### src/include/pms_pkg.sv
package pms_pkg;
    localparam int PMS_HIST_W = 8;
    localparam logic [7:0] PMS_HIST_RST = 8'h00;
    localparam logic [1:0] PMS_MODE_USER = 2'h1;
    localparam logic [1:0] PMS_MODE_SYS = 2'h0;
    localparam logic [11:0] PMS_SMV_VECTOR = 12'h180;
    localparam logic [1:0] PMS_PRIO_TOP = 2'h3;
    localparam logic [1:0] PMS_PRIO_CAP = 2'h2;
    localparam int PMS_CLK_MHZ = 25;
    localparam int PMS_CYC_ENTER_USER = 4;
    localparam int PMS_CYC_RESTORE = 4;
    localparam int PMS_CYC_PUSH = 9;
    localparam int PMS_CYC_POP = 7;
    localparam int PMS_CYC_READ_MODE = 4;
    localparam int PMS_CYC_DETECT = 2;
    localparam int PMS_CYC_SYSTEM_CALL_OP = 10;
    localparam logic [15:0] PMS_SP_STEP_PUSH = 16'h0001;
    localparam logic [15:0] PMS_SP_STEP_CALL = 16'h0002;
    localparam logic [31:0] PMS_REG_CTRL = 32'h0000_0000;
    localparam logic [31:0] PMS_REG_STATUS = 32'h0000_0004;
    localparam logic [1:0] PMS_RESP_OKAY = 2'h0;
    localparam logic [1:0] PMS_RESP_SLVERR = 2'h2;
    typedef enum logic [2:0] {
        PMS_OP_NONE, PMS_OP_ENTER_USER, PMS_OP_RESTORE, PMS_OP_PUSH, PMS_OP_POP,
        PMS_OP_READ_MODE, PMS_OP_DETECT, PMS_OP_SYSTEM_CALL_OP
    } pms_op_t;
    function automatic logic [7:0] pms_push_mode(input logic [7:0] h, input logic [1:0] m);
        return {h[5:0], m};
    endfunction
endpackage

### src/pms_axil.sv
`timescale 1ns/10ps
`default_nettype none
module pms_axil
    import pms_pkg::*;
(
    input wire logic aclk,
    input wire logic aresetn,
    input wire logic [31:0] awaddr,
    input wire logic awvalid,
    output logic awready,
    input wire logic [31:0] wdata,
    input wire logic [3:0] wstrb,
    input wire logic wvalid,
    output logic wready,
    output logic [1:0] bresp,
    output logic bvalid,
    input wire logic bready,
    input wire logic [31:0] araddr,
    input wire logic arvalid,
    output logic arready,
    output logic [31:0] rdata,
    output logic [1:0] rresp,
    output logic rvalid,
    input wire logic rready,
    input wire logic [31:0] status_word,
    output logic dual_mode_enable_flag
);
    logic aw_ff, w_ff, bvalid_ff, rvalid_ff, edm_ff;
    logic [31:0] awaddr_ff, wdata_ff, rdata_ff;
    logic [3:0] wstrb_ff;
    logic [1:0] bresp_ff, rresp_ff;
    wire do_write = aw_ff && w_ff && !bvalid_ff;
    wire wr_ctrl = awaddr_ff[31:2] == PMS_REG_CTRL[31:2];
    wire wr_stat = awaddr_ff[31:2] == PMS_REG_STATUS[31:2];
    wire rd_ctrl = araddr[31:2] == PMS_REG_CTRL[31:2];
    wire rd_stat = araddr[31:2] == PMS_REG_STATUS[31:2];
    wire rd_take = arvalid && !rvalid_ff;
    wire [31:0] rd_word = rd_ctrl ? {31'h0, edm_ff} : (rd_stat ? status_word : 32'h0);
    assign awready = !aw_ff && !bvalid_ff;
    assign wready = !w_ff && !bvalid_ff;
    assign arready = !rvalid_ff;
    assign bvalid = bvalid_ff;
    assign bresp = bresp_ff;
    assign rvalid = rvalid_ff;
    assign rdata = rdata_ff;
    assign rresp = rresp_ff;
    assign dual_mode_enable_flag = edm_ff;
    always_ff @(posedge aclk) begin
        if (!aresetn) begin
            aw_ff <= 1'b0;
            w_ff <= 1'b0;
            bvalid_ff <= 1'b0;
            rvalid_ff <= 1'b0;
            edm_ff <= 1'b0;
            awaddr_ff <= 32'h0;
            wdata_ff <= 32'h0;
            wstrb_ff <= 4'h0;
            bresp_ff <= PMS_RESP_OKAY;
            rresp_ff <= PMS_RESP_OKAY;
            rdata_ff <= 32'h0;
        end else begin
            if (awvalid && awready) begin
                aw_ff <= 1'b1;
                awaddr_ff <= awaddr;
            end
            if (wvalid && wready) begin
                w_ff <= 1'b1;
                wdata_ff <= wdata;
                wstrb_ff <= wstrb;
            end
            if (do_write) begin
                aw_ff <= 1'b0;
                w_ff <= 1'b0;
                bvalid_ff <= 1'b1;
                bresp_ff <= (wr_ctrl || wr_stat) ? PMS_RESP_OKAY : PMS_RESP_SLVERR;
                if (wr_ctrl && wstrb_ff[0]) begin
                    edm_ff <= wdata_ff[0];
                end
            end else if (bvalid_ff && bready) begin
                bvalid_ff <= 1'b0;
            end
            if (rd_take) begin
                rvalid_ff <= 1'b1;
                rdata_ff <= rd_word;
                rresp_ff <= (rd_ctrl || rd_stat) ? PMS_RESP_OKAY : PMS_RESP_SLVERR;
            end else if (rvalid_ff && rready) begin
                rvalid_ff <= 1'b0;
            end
        end
    end
endmodule
`default_nettype wire

### src/pms_timer.sv
`timescale 1ns/10ps
`default_nettype none
module pms_timer
    import pms_pkg::*;
(
    input wire logic aclk,
    input wire logic aresetn,
    input wire logic start,
    input wire logic [3:0] cycles,
    output logic busy,
    output logic last
);
    logic [3:0] cnt_ff;
    wire [3:0] nxt_cnt = start ? cycles : (cnt_ff != 4'h0 ? cnt_ff - 4'h1 : 4'h0);
    assign busy = cnt_ff != 4'h0;
    assign last = cnt_ff == 4'h1;
    always_ff @(posedge aclk) begin
        if (!aresetn) begin
            cnt_ff <= 4'h0;
        end else begin
            cnt_ff <= nxt_cnt;
        end
    end
endmodule
`default_nettype wire

### src/pms_top.sv
// Behaviour
// - enter-user, interrupt, system_call_op and restart push current mode onto history
// - enter-user, four clocks: history shifts left two, low bits become 01
// - restore, four clocks: history rotates right by two
// - push history, nine clocks: sp minus one, write byte at new sp
// - pop history, seven clocks: read byte at sp, then sp plus one
// - read-mode copies history bit 0 into carry, other flags untouched
// - detect opcode, two clocks, performs plain E self-load whether or not it traps
// - detect in user mode with dual mode on sets violation request
// - alternate-destination prefix makes detect load alternate E, never trap
// - system call, ten clocks: sp minus two, system mode, vector jump
// - interrupts, restarts, system and secure calls enter system mode
// - in user mode with dual mode, protected writes ignored, priority 3 barred
// - violation request clears automatically on acknowledge
// - user-enabled peripheral interrupts requested only at priority 2 or 1
// - priority 3 in user mode with dual mode behaves as priority 2
// - violation uses vector 0x180 and always priority 3
//
// Added by the designer: the register addresses and the AXI4-Lite register port.
`timescale 1ns/10ps
`default_nettype none
module pms_top
    import pms_pkg::*;
(
    input wire logic aclk,
    input wire logic aresetn,
    input wire logic [31:0] s_axil_awaddr,
    input wire logic s_axil_awvalid,
    output logic s_axil_awready,
    input wire logic [31:0] s_axil_wdata,
    input wire logic [3:0] s_axil_wstrb,
    input wire logic s_axil_wvalid,
    output logic s_axil_wready,
    output logic [1:0] s_axil_bresp,
    output logic s_axil_bvalid,
    input wire logic s_axil_bready,
    input wire logic [31:0] s_axil_araddr,
    input wire logic s_axil_arvalid,
    output logic s_axil_arready,
    output logic [31:0] s_axil_rdata,
    output logic [1:0] s_axil_rresp,
    output logic s_axil_rvalid,
    input wire logic s_axil_rready,
    input wire logic op_valid,
    input wire pms_op_t op_code,
    input wire logic op_alt_prefix,
    input wire logic entry_event,
    input wire logic secure_call_event,
    input wire logic [15:0] sp_in,
    input wire logic [7:0] mem_rdata,
    input wire logic smv_ack,
    input wire logic prot_wr_req,
    input wire logic [1:0] prio_req,
    input wire logic [1:0] periph_prio_req,
    input wire logic periph_user_en,
    output logic op_busy,
    output logic op_done,
    output logic [15:0] sp_out,
    output logic sp_we,
    output logic [15:0] mem_addr,
    output logic [7:0] mem_wdata,
    output logic mem_we,
    output logic mem_re,
    output logic carry_out,
    output logic carry_we,
    output logic load_e_self,
    output logic load_alt_e,
    output logic vector_jump,
    output logic [11:0] vector_offset,
    output logic smv_irq,
    output logic [1:0] smv_prio,
    output logic prot_wr_ok,
    output logic [1:0] prio_eff,
    output logic [1:0] periph_prio_eff,
    output logic [7:0] mode_history,
    output logic user_mode
);
    logic [7:0] hist_ff;
    logic smv_ff, busy_ff, done_ff, sp_we_ff, mem_we_ff, mem_re_ff;
    logic carry_ff, carry_we_ff, ld_e_ff, ld_alt_ff, vjump_ff, prot_ok_ff;
    logic [15:0] sp_ff, maddr_ff;
    logic [7:0] mwdata_ff;
    logic [1:0] prio_ff, pprio_ff;
    pms_op_t cur_ff;
    logic edm_flag, t_busy, t_last;

    wire restricted = edm_flag && hist_ff[0];
    wire start = op_valid && !busy_ff && !t_busy && op_code != PMS_OP_NONE;
    wire [3:0] op_cycles = op_code == PMS_OP_PUSH ? 4'(PMS_CYC_PUSH) :
                           op_code == PMS_OP_POP ? 4'(PMS_CYC_POP) :
                           op_code == PMS_OP_SYSTEM_CALL_OP ? 4'(PMS_CYC_SYSTEM_CALL_OP) :
                           op_code == PMS_OP_DETECT ? 4'(PMS_CYC_DETECT) :
                           op_code == PMS_OP_READ_MODE ? 4'(PMS_CYC_READ_MODE) :
                           op_code == PMS_OP_RESTORE ? 4'(PMS_CYC_RESTORE) : 4'(PMS_CYC_ENTER_USER);
    wire finish = busy_ff && t_last;
    wire entry_now = entry_event || secure_call_event;
    wire system_call_op_fin = finish && cur_ff == PMS_OP_SYSTEM_CALL_OP;
    wire detect_now = start && op_code == PMS_OP_DETECT;
    wire smv_set = detect_now && !op_alt_prefix && restricted;
    wire [31:0] status_word = {19'h0, smv_ff, prio_ff, busy_ff, hist_ff[0], hist_ff};
    logic [7:0] nxt_hist;

    always_comb begin
        nxt_hist = hist_ff;
        if (entry_now || system_call_op_fin) begin
            nxt_hist = pms_push_mode(hist_ff, PMS_MODE_SYS);
        end else if (finish && cur_ff == PMS_OP_ENTER_USER) begin
            nxt_hist = pms_push_mode(hist_ff, PMS_MODE_USER);
        end else if (finish && cur_ff == PMS_OP_RESTORE) begin
            nxt_hist = {hist_ff[1:0], hist_ff[7:2]};
        end else if (finish && cur_ff == PMS_OP_POP) begin
            nxt_hist = mem_rdata;
        end
    end

    pms_axil u_axil (
        .aclk(aclk),
        .aresetn(aresetn),
        .awaddr(s_axil_awaddr),
        .awvalid(s_axil_awvalid),
        .awready(s_axil_awready),
        .wdata(s_axil_wdata),
        .wstrb(s_axil_wstrb),
        .wvalid(s_axil_wvalid),
        .wready(s_axil_wready),
        .bresp(s_axil_bresp),
        .bvalid(s_axil_bvalid),
        .bready(s_axil_bready),
        .araddr(s_axil_araddr),
        .arvalid(s_axil_arvalid),
        .arready(s_axil_arready),
        .rdata(s_axil_rdata),
        .rresp(s_axil_rresp),
        .rvalid(s_axil_rvalid),
        .rready(s_axil_rready),
        .status_word(status_word),
        .dual_mode_enable_flag(edm_flag)
    );

    pms_timer u_timer (
        .aclk(aclk),
        .aresetn(aresetn),
        .start(start),
        .cycles(op_cycles),
        .busy(t_busy),
        .last(t_last)
    );

    always_ff @(posedge aclk) begin
        if (!aresetn) begin
            hist_ff <= PMS_HIST_RST;
            cur_ff <= PMS_OP_NONE;
            busy_ff <= 1'b0;
            done_ff <= 1'b0;
        end else begin
            hist_ff <= nxt_hist;
            done_ff <= finish;
            if (start) begin
                busy_ff <= 1'b1;
                cur_ff <= op_code;
            end else if (finish) begin
                busy_ff <= 1'b0;
            end
        end
    end

    // violation request: set beats acknowledge
    always_ff @(posedge aclk) begin
        if (!aresetn) begin
            smv_ff <= 1'b0;
        end else if (smv_set) begin
            smv_ff <= 1'b1;
        end else if (smv_ack) begin
            smv_ff <= 1'b0;
        end
    end

    // stack and memory side effects, issued on the final cycle except the pop read strobe, issued at start
    always_ff @(posedge aclk) begin
        if (!aresetn) begin
            sp_ff <= 16'h0;
            sp_we_ff <= 1'b0;
            maddr_ff <= 16'h0;
            mwdata_ff <= 8'h0;
            mem_we_ff <= 1'b0;
            mem_re_ff <= 1'b0;
            vjump_ff <= 1'b0;
        end else begin
            sp_we_ff <= 1'b0;
            mem_we_ff <= 1'b0;
            mem_re_ff <= 1'b0;
            vjump_ff <= 1'b0;
            if (finish && cur_ff == PMS_OP_PUSH) begin
                sp_ff <= sp_in - PMS_SP_STEP_PUSH;
                maddr_ff <= sp_in - PMS_SP_STEP_PUSH;
                mwdata_ff <= hist_ff;
                mem_we_ff <= 1'b1;
                sp_we_ff <= 1'b1;
            end else if (finish && cur_ff == PMS_OP_POP) begin
                sp_ff <= sp_in + PMS_SP_STEP_PUSH;
                sp_we_ff <= 1'b1;
            end else if (system_call_op_fin) begin
                sp_ff <= sp_in - PMS_SP_STEP_CALL;
                sp_we_ff <= 1'b1;
                vjump_ff <= 1'b1;
            end
            if (start && op_code == PMS_OP_POP) begin
                maddr_ff <= sp_in;
                mem_re_ff <= 1'b1;
            end
        end
    end

    // flags, loads and priority limits
    always_ff @(posedge aclk) begin
        if (!aresetn) begin
            carry_ff <= 1'b0;
            carry_we_ff <= 1'b0;
            ld_e_ff <= 1'b0;
            ld_alt_ff <= 1'b0;
            prot_ok_ff <= 1'b0;
            prio_ff <= 2'h0;
            pprio_ff <= 2'h0;
        end else begin
            carry_we_ff <= finish && cur_ff == PMS_OP_READ_MODE;
            carry_ff <= hist_ff[0];
            ld_e_ff <= detect_now && !op_alt_prefix;
            ld_alt_ff <= detect_now && op_alt_prefix;
            prot_ok_ff <= prot_wr_req && !restricted;
            prio_ff <= (restricted && prio_req == PMS_PRIO_TOP) ? PMS_PRIO_CAP : prio_req;
            pprio_ff <= (periph_user_en && periph_prio_req == PMS_PRIO_TOP) ? PMS_PRIO_CAP
                                                                             : periph_prio_req;
        end
    end

    assign op_busy = busy_ff;
    assign op_done = done_ff;
    assign sp_out = sp_ff;
    assign sp_we = sp_we_ff;
    assign mem_addr = maddr_ff;
    assign mem_wdata = mwdata_ff;
    assign mem_we = mem_we_ff;
    assign mem_re = mem_re_ff;
    assign carry_out = carry_ff;
    assign carry_we = carry_we_ff;
    assign load_e_self = ld_e_ff;
    assign load_alt_e = ld_alt_ff;
    assign vector_jump = vjump_ff;
    assign vector_offset = PMS_SMV_VECTOR;
    assign smv_irq = smv_ff;
    assign smv_prio = PMS_PRIO_TOP;
    assign prot_wr_ok = prot_ok_ff;
    assign prio_eff = prio_ff;
    assign periph_prio_eff = pprio_ff;
    assign mode_history = hist_ff;
    assign user_mode = hist_ff[0];
endmodule
`default_nettype wire

### config.mk
export PLATFORM = sky130hd
export DESIGN_NAME = pms_top
export DESIGN_NICKNAME = d
export VERILOG_FILES = /design/src/include/pms_pkg.sv /design/src/pms_axil.sv /design/src/pms_timer.sv /design/src/pms_top.sv
export SDC_FILE = /design/constraint.sdc
export NUM_CORES = 1
export LEC_CHECK = 0
export ABC_CLOCK_PERIOD_IN_PS = 2900
export BUFFER_PORTS_ARGS = -buffer_cell sky130_fd_sc_hd__buf_2
export CORE_UTILIZATION = 49
export DETAILED_ROUTE_END_ITERATION = 16
export GPL_ROUTABILITY_DRIVEN = 0
export HOLD_SLACK_MARGIN = 0.03
export PLACE_DENSITY = 0.93
export REMOVE_ABC_BUFFERS = 1
export SYNTH_ARGS = -nofsm -noshare
export SYNTH_HDL_FRONTEND = slang
export SYNTH_SLANG_ARGS = --single-unit
export TNS_END_PERCENT = 100
### constraint.sdc
create_clock -name aclk -period 2.9 [get_ports aclk]
set_input_delay 0.725 -clock aclk [delete_from_list [all_inputs] [get_ports aclk]]
set_output_delay 0.725 -clock aclk [all_outputs]
set_load 0.02 [all_outputs]
==> results.yml <==
layout:
  area_growth_pct: 24.42
  design_area_um2: 7885
  layout.nets: 1121
  fin_cells: 1158
  drive_above_1_share_pct: 28.86
floorplan:
  core_region_area_um2: 12620
  design.die.area_um2: 13390
  initial_core_util_pct: 50.22
  rows: 41
  fp.dieH_um: 115.7
  ios: 265
  die_w_um: 115.7
critical_path:
  crit_path_max_fanout: 13
  worst_r2r_startpoint: "u_timer.cnt_ff[2]"
  worstSetupPathType: "flop to flop"
  worst_setup_path_end_kind: "flop"
  crit_required_ns: 3.26
  crit_start: "u_timer.cnt_ff[2]"
  reg2reg_depth: 6
  start_kind: "flop"
  cp.arrival_ns: 2.92
detailed_routing:
  vias_per_cell: 5.642
  drt_iter0_drc: 616
  routed_wl_um: 18200
  vias: 6534
  ant_nets: 0
  wl_per_cell_um: 15.72
  dr.pass1.iters: 5
  drc: 0
place:
  io_buffers: 191
  dp_hpwl_um: 12930
  place_inst: 1124
  dpl-instance-area_um2: 7341
  pre_cts_ws_ns: 0.2969
run_status:
  status: "completed"
timing:
  final-hold-violation-count: 0
  fin_tns_setup_ns: 0
  fin_crit_ns: 2.559
  finalSetupViolCount: 0
  slew_violations: 0
  grt_setup_unrepaired: "false"
  max_freq_mhz: 390.8
  finalCritPeriodShare_pct: 88.24
  finalClockSkew_ns: 0.008996
  maxSlewHeadroom_pct: 53.95
  layout_setup_ws_ns: 0.3409
  worst_pin_slew_ns: 0.6811
clocking:
  cts_tree: "yes"
  cts_hold_buffers: 0
  cts_max_level: 4
  cts_buffer_depth: 2
  clock_latency_ns: 0.42
  post-cts-setup-buffers: 0
  clkTransAtPathRegs_ns: 0.06
  clock_sinks: 123
  cts-root-buf: "clkbuf_16"
  cts_resized: 0
  cts_made_buffers: 17
global_route:
  gr-total-overflow: 0
  met3_usage_pct: 7.427
  grt_pass1_vias: 5762
  grt_max_degree: 63
  antenna_found_initial: 2
  grt_pass1_wl_um: 28280
  grt_usage_pct: 27.26
  grt_busiest_layer: "met2"
  use_met2_pct: 42.08
  grt_util_met1_pct: 34.96
yosys:
  synthCells: 794
  ys_seq_area_share_pct: 38.85
  synth_edf_count: 0
  syn_avg_cell_area_um2: 7.982
  yosys_warnings: 0
  syn-cell-area_um2: 6337
  ys_types: 77
  yosys_most_used_dff: "dfxtp_1"
  yosys_register_bits: 123
  async_flop_share_pct: 0
worst_hold_path:
  min_from: "mem_wdata[1]"
  hp-class: "flop to flop"
  hold_path_depth: 2
pwr:
  ir_drop_uv: 407.3
  power_leakage_uw: 0.003467
  p_per_area_nw_per_um2: 551.6
job:
  drv_cap: 0
## cells in the final DEF, fill, tap and decap left out, types with 9 or more instances in the layout
| cell | n |
|---|---|
| nor2_1 | 62 |
| nor3_1 | 22 |
| nor4_1 | 19 |
| o211ai_1 | 9 |
| nand2_1 | 118 |
| nand3_1 | 26 |
| dfxtp_1 | 123 |
| mux2i_1 | 12 |
| buf_2 | 191 |
| clkbuf_16 | 17 |
| buf_4 | 23 |
| and3_1 | 12 |
| inv_1 | 17 |
| and2_1 | 9 |
| o21ai_0 | 29 |
| conb_1 | 35 |
| nand4_1 | 12 |
| a22oi_1 | 18 |
| a21oi_1 | 79 |
## cell usage after synthesis, types with 3 or more instances
cell type  number  share of area, %
dfxtp_1       123                39
nand2_1       118               7.0
a21oi_1        79               6.2
nor2_1         62               3.7
clkbuf_1       42               2.5
buf_4          37               4.4
o21ai_0        29               2.3
nand3_1        26               2.1
nor3_1         22               1.7
nor4_1         19               1.9
a22oi_1        18               2.1
inv_1          17               1.0
and3_1         12               1.2
mux2i_1        12               1.9
nand4_1        12               1.2
and2_1          9              0.89
o211ai_1        9               1.1
a211oi_1        7              0.83
a31oi_1         7              0.69
mux2_2          7               1.2
o2bb2ai_1       7              0.97
a311oi_1        5              0.69
buf_2           5              0.39
ha_1            5              0.99
nand3b_1        5              0.59
a21o_1          4              0.47
a32oi_1         4              0.55
buf_1           4              0.24
nor3b_1         4              0.47
o21a_1          4              0.47
or3_1           4              0.39
a31o_2          3              0.41
buf_6           3              0.53
nand2b_1        3              0.30
nor2_2          3              0.30
nor2b_1         3              0.30
nor4_2          3              0.59
nor4b_1         3              0.41
or3b_2          3              0.41
xnor2_1         3              0.41
## cells by family after synthesis
family                     share of synthesized area [%]
and+or+nand+nor                                    26.40
other                                             0.1185
AOI/OAI and AO/OA                                  20.99
adders and majority gates                         0.9872
DFF                                                38.85
buffers and inverters                              9.101
xor gates and xnor gates                          0.4147
muxes                                              3.139
## layer usage
metal,vias to the layer above,part of all wire (%),routed length (um)
li1,3146,-,-
met1,2985,41,7540
met2,344,46,8445
met3,59,9.0,1636
met4,0,3.2,575
met5,-,0,0
## final cells by class
| type | instances | area (um2) |
|---|---|---|
| fill | 1106 | 4735 |
| clock buffer | 18 | 429.2 |
| clock inverter | 14 | 110.1 |
| inverter | 18 | 67.56 |
| tap | 172 | 215.2 |
| antenna | 2 | 5.005 |
| multi-input combinational | 595 | 3427 |
| sequential | 123 | 2462 |
| timing repair buffer | 216 | 1169 |
## path summary, 6_finish.rpt
| path | endpoint | slack [ns] |
|---|---|---|
| setup / recovery | sp_out[8] | 0.34 |
| hold / removal | mem_wdata[1] | 0.45 |
| setup reg to reg | sp_out[8] | 0.34 |
| hold reg to reg | mem_wdata[1] | 0.45 |
## metrics by stage
stage | power (uW) | utilization, % | hold slack [ns]
final | 4349 | 62.48 | 0.4505
after global routing | 4533 | 62.46 | 0.4703
after CTS | 4355 | 62.44 | 0.4529
after detailed placement | 2436 | 58.17 | 0.4457
after global placement | 2419 | 58.17 | 0.4380
after floorplan | 2191 | - | 0.4321
## critical path: stages (launching register included)
cell	delay [ns]
dfxtp_1	0.40
or4b_1	0.83
buf_4	0.28
nor3_4	0.34
a22oi_2	0.12
a2111oi_2	0.39
nand3b_1	0.15
## report_power, final
group          leakage, uW  total, uW  internal (uW)  switching, uW
logic              0.00221        605            214            391
registers          0.00100       1810           1760           51.8
clock network     0.000255       1940           1100            832
total              0.00347       4350           3070           1270
## flip-flops by register name, summed over array words and instances, names as in the netlist, 2 cells and up
register,count
cur_ff,3
mem_addr,16
mem_wdata,8
mode_history,8
periph_prio_eff,2
prio_eff,2
sp_out,16
u_axil.awaddr_ff,30
u_axil.rdata,13
u_timer.cnt_ff,4
Power figures use the tool's default switching activity.
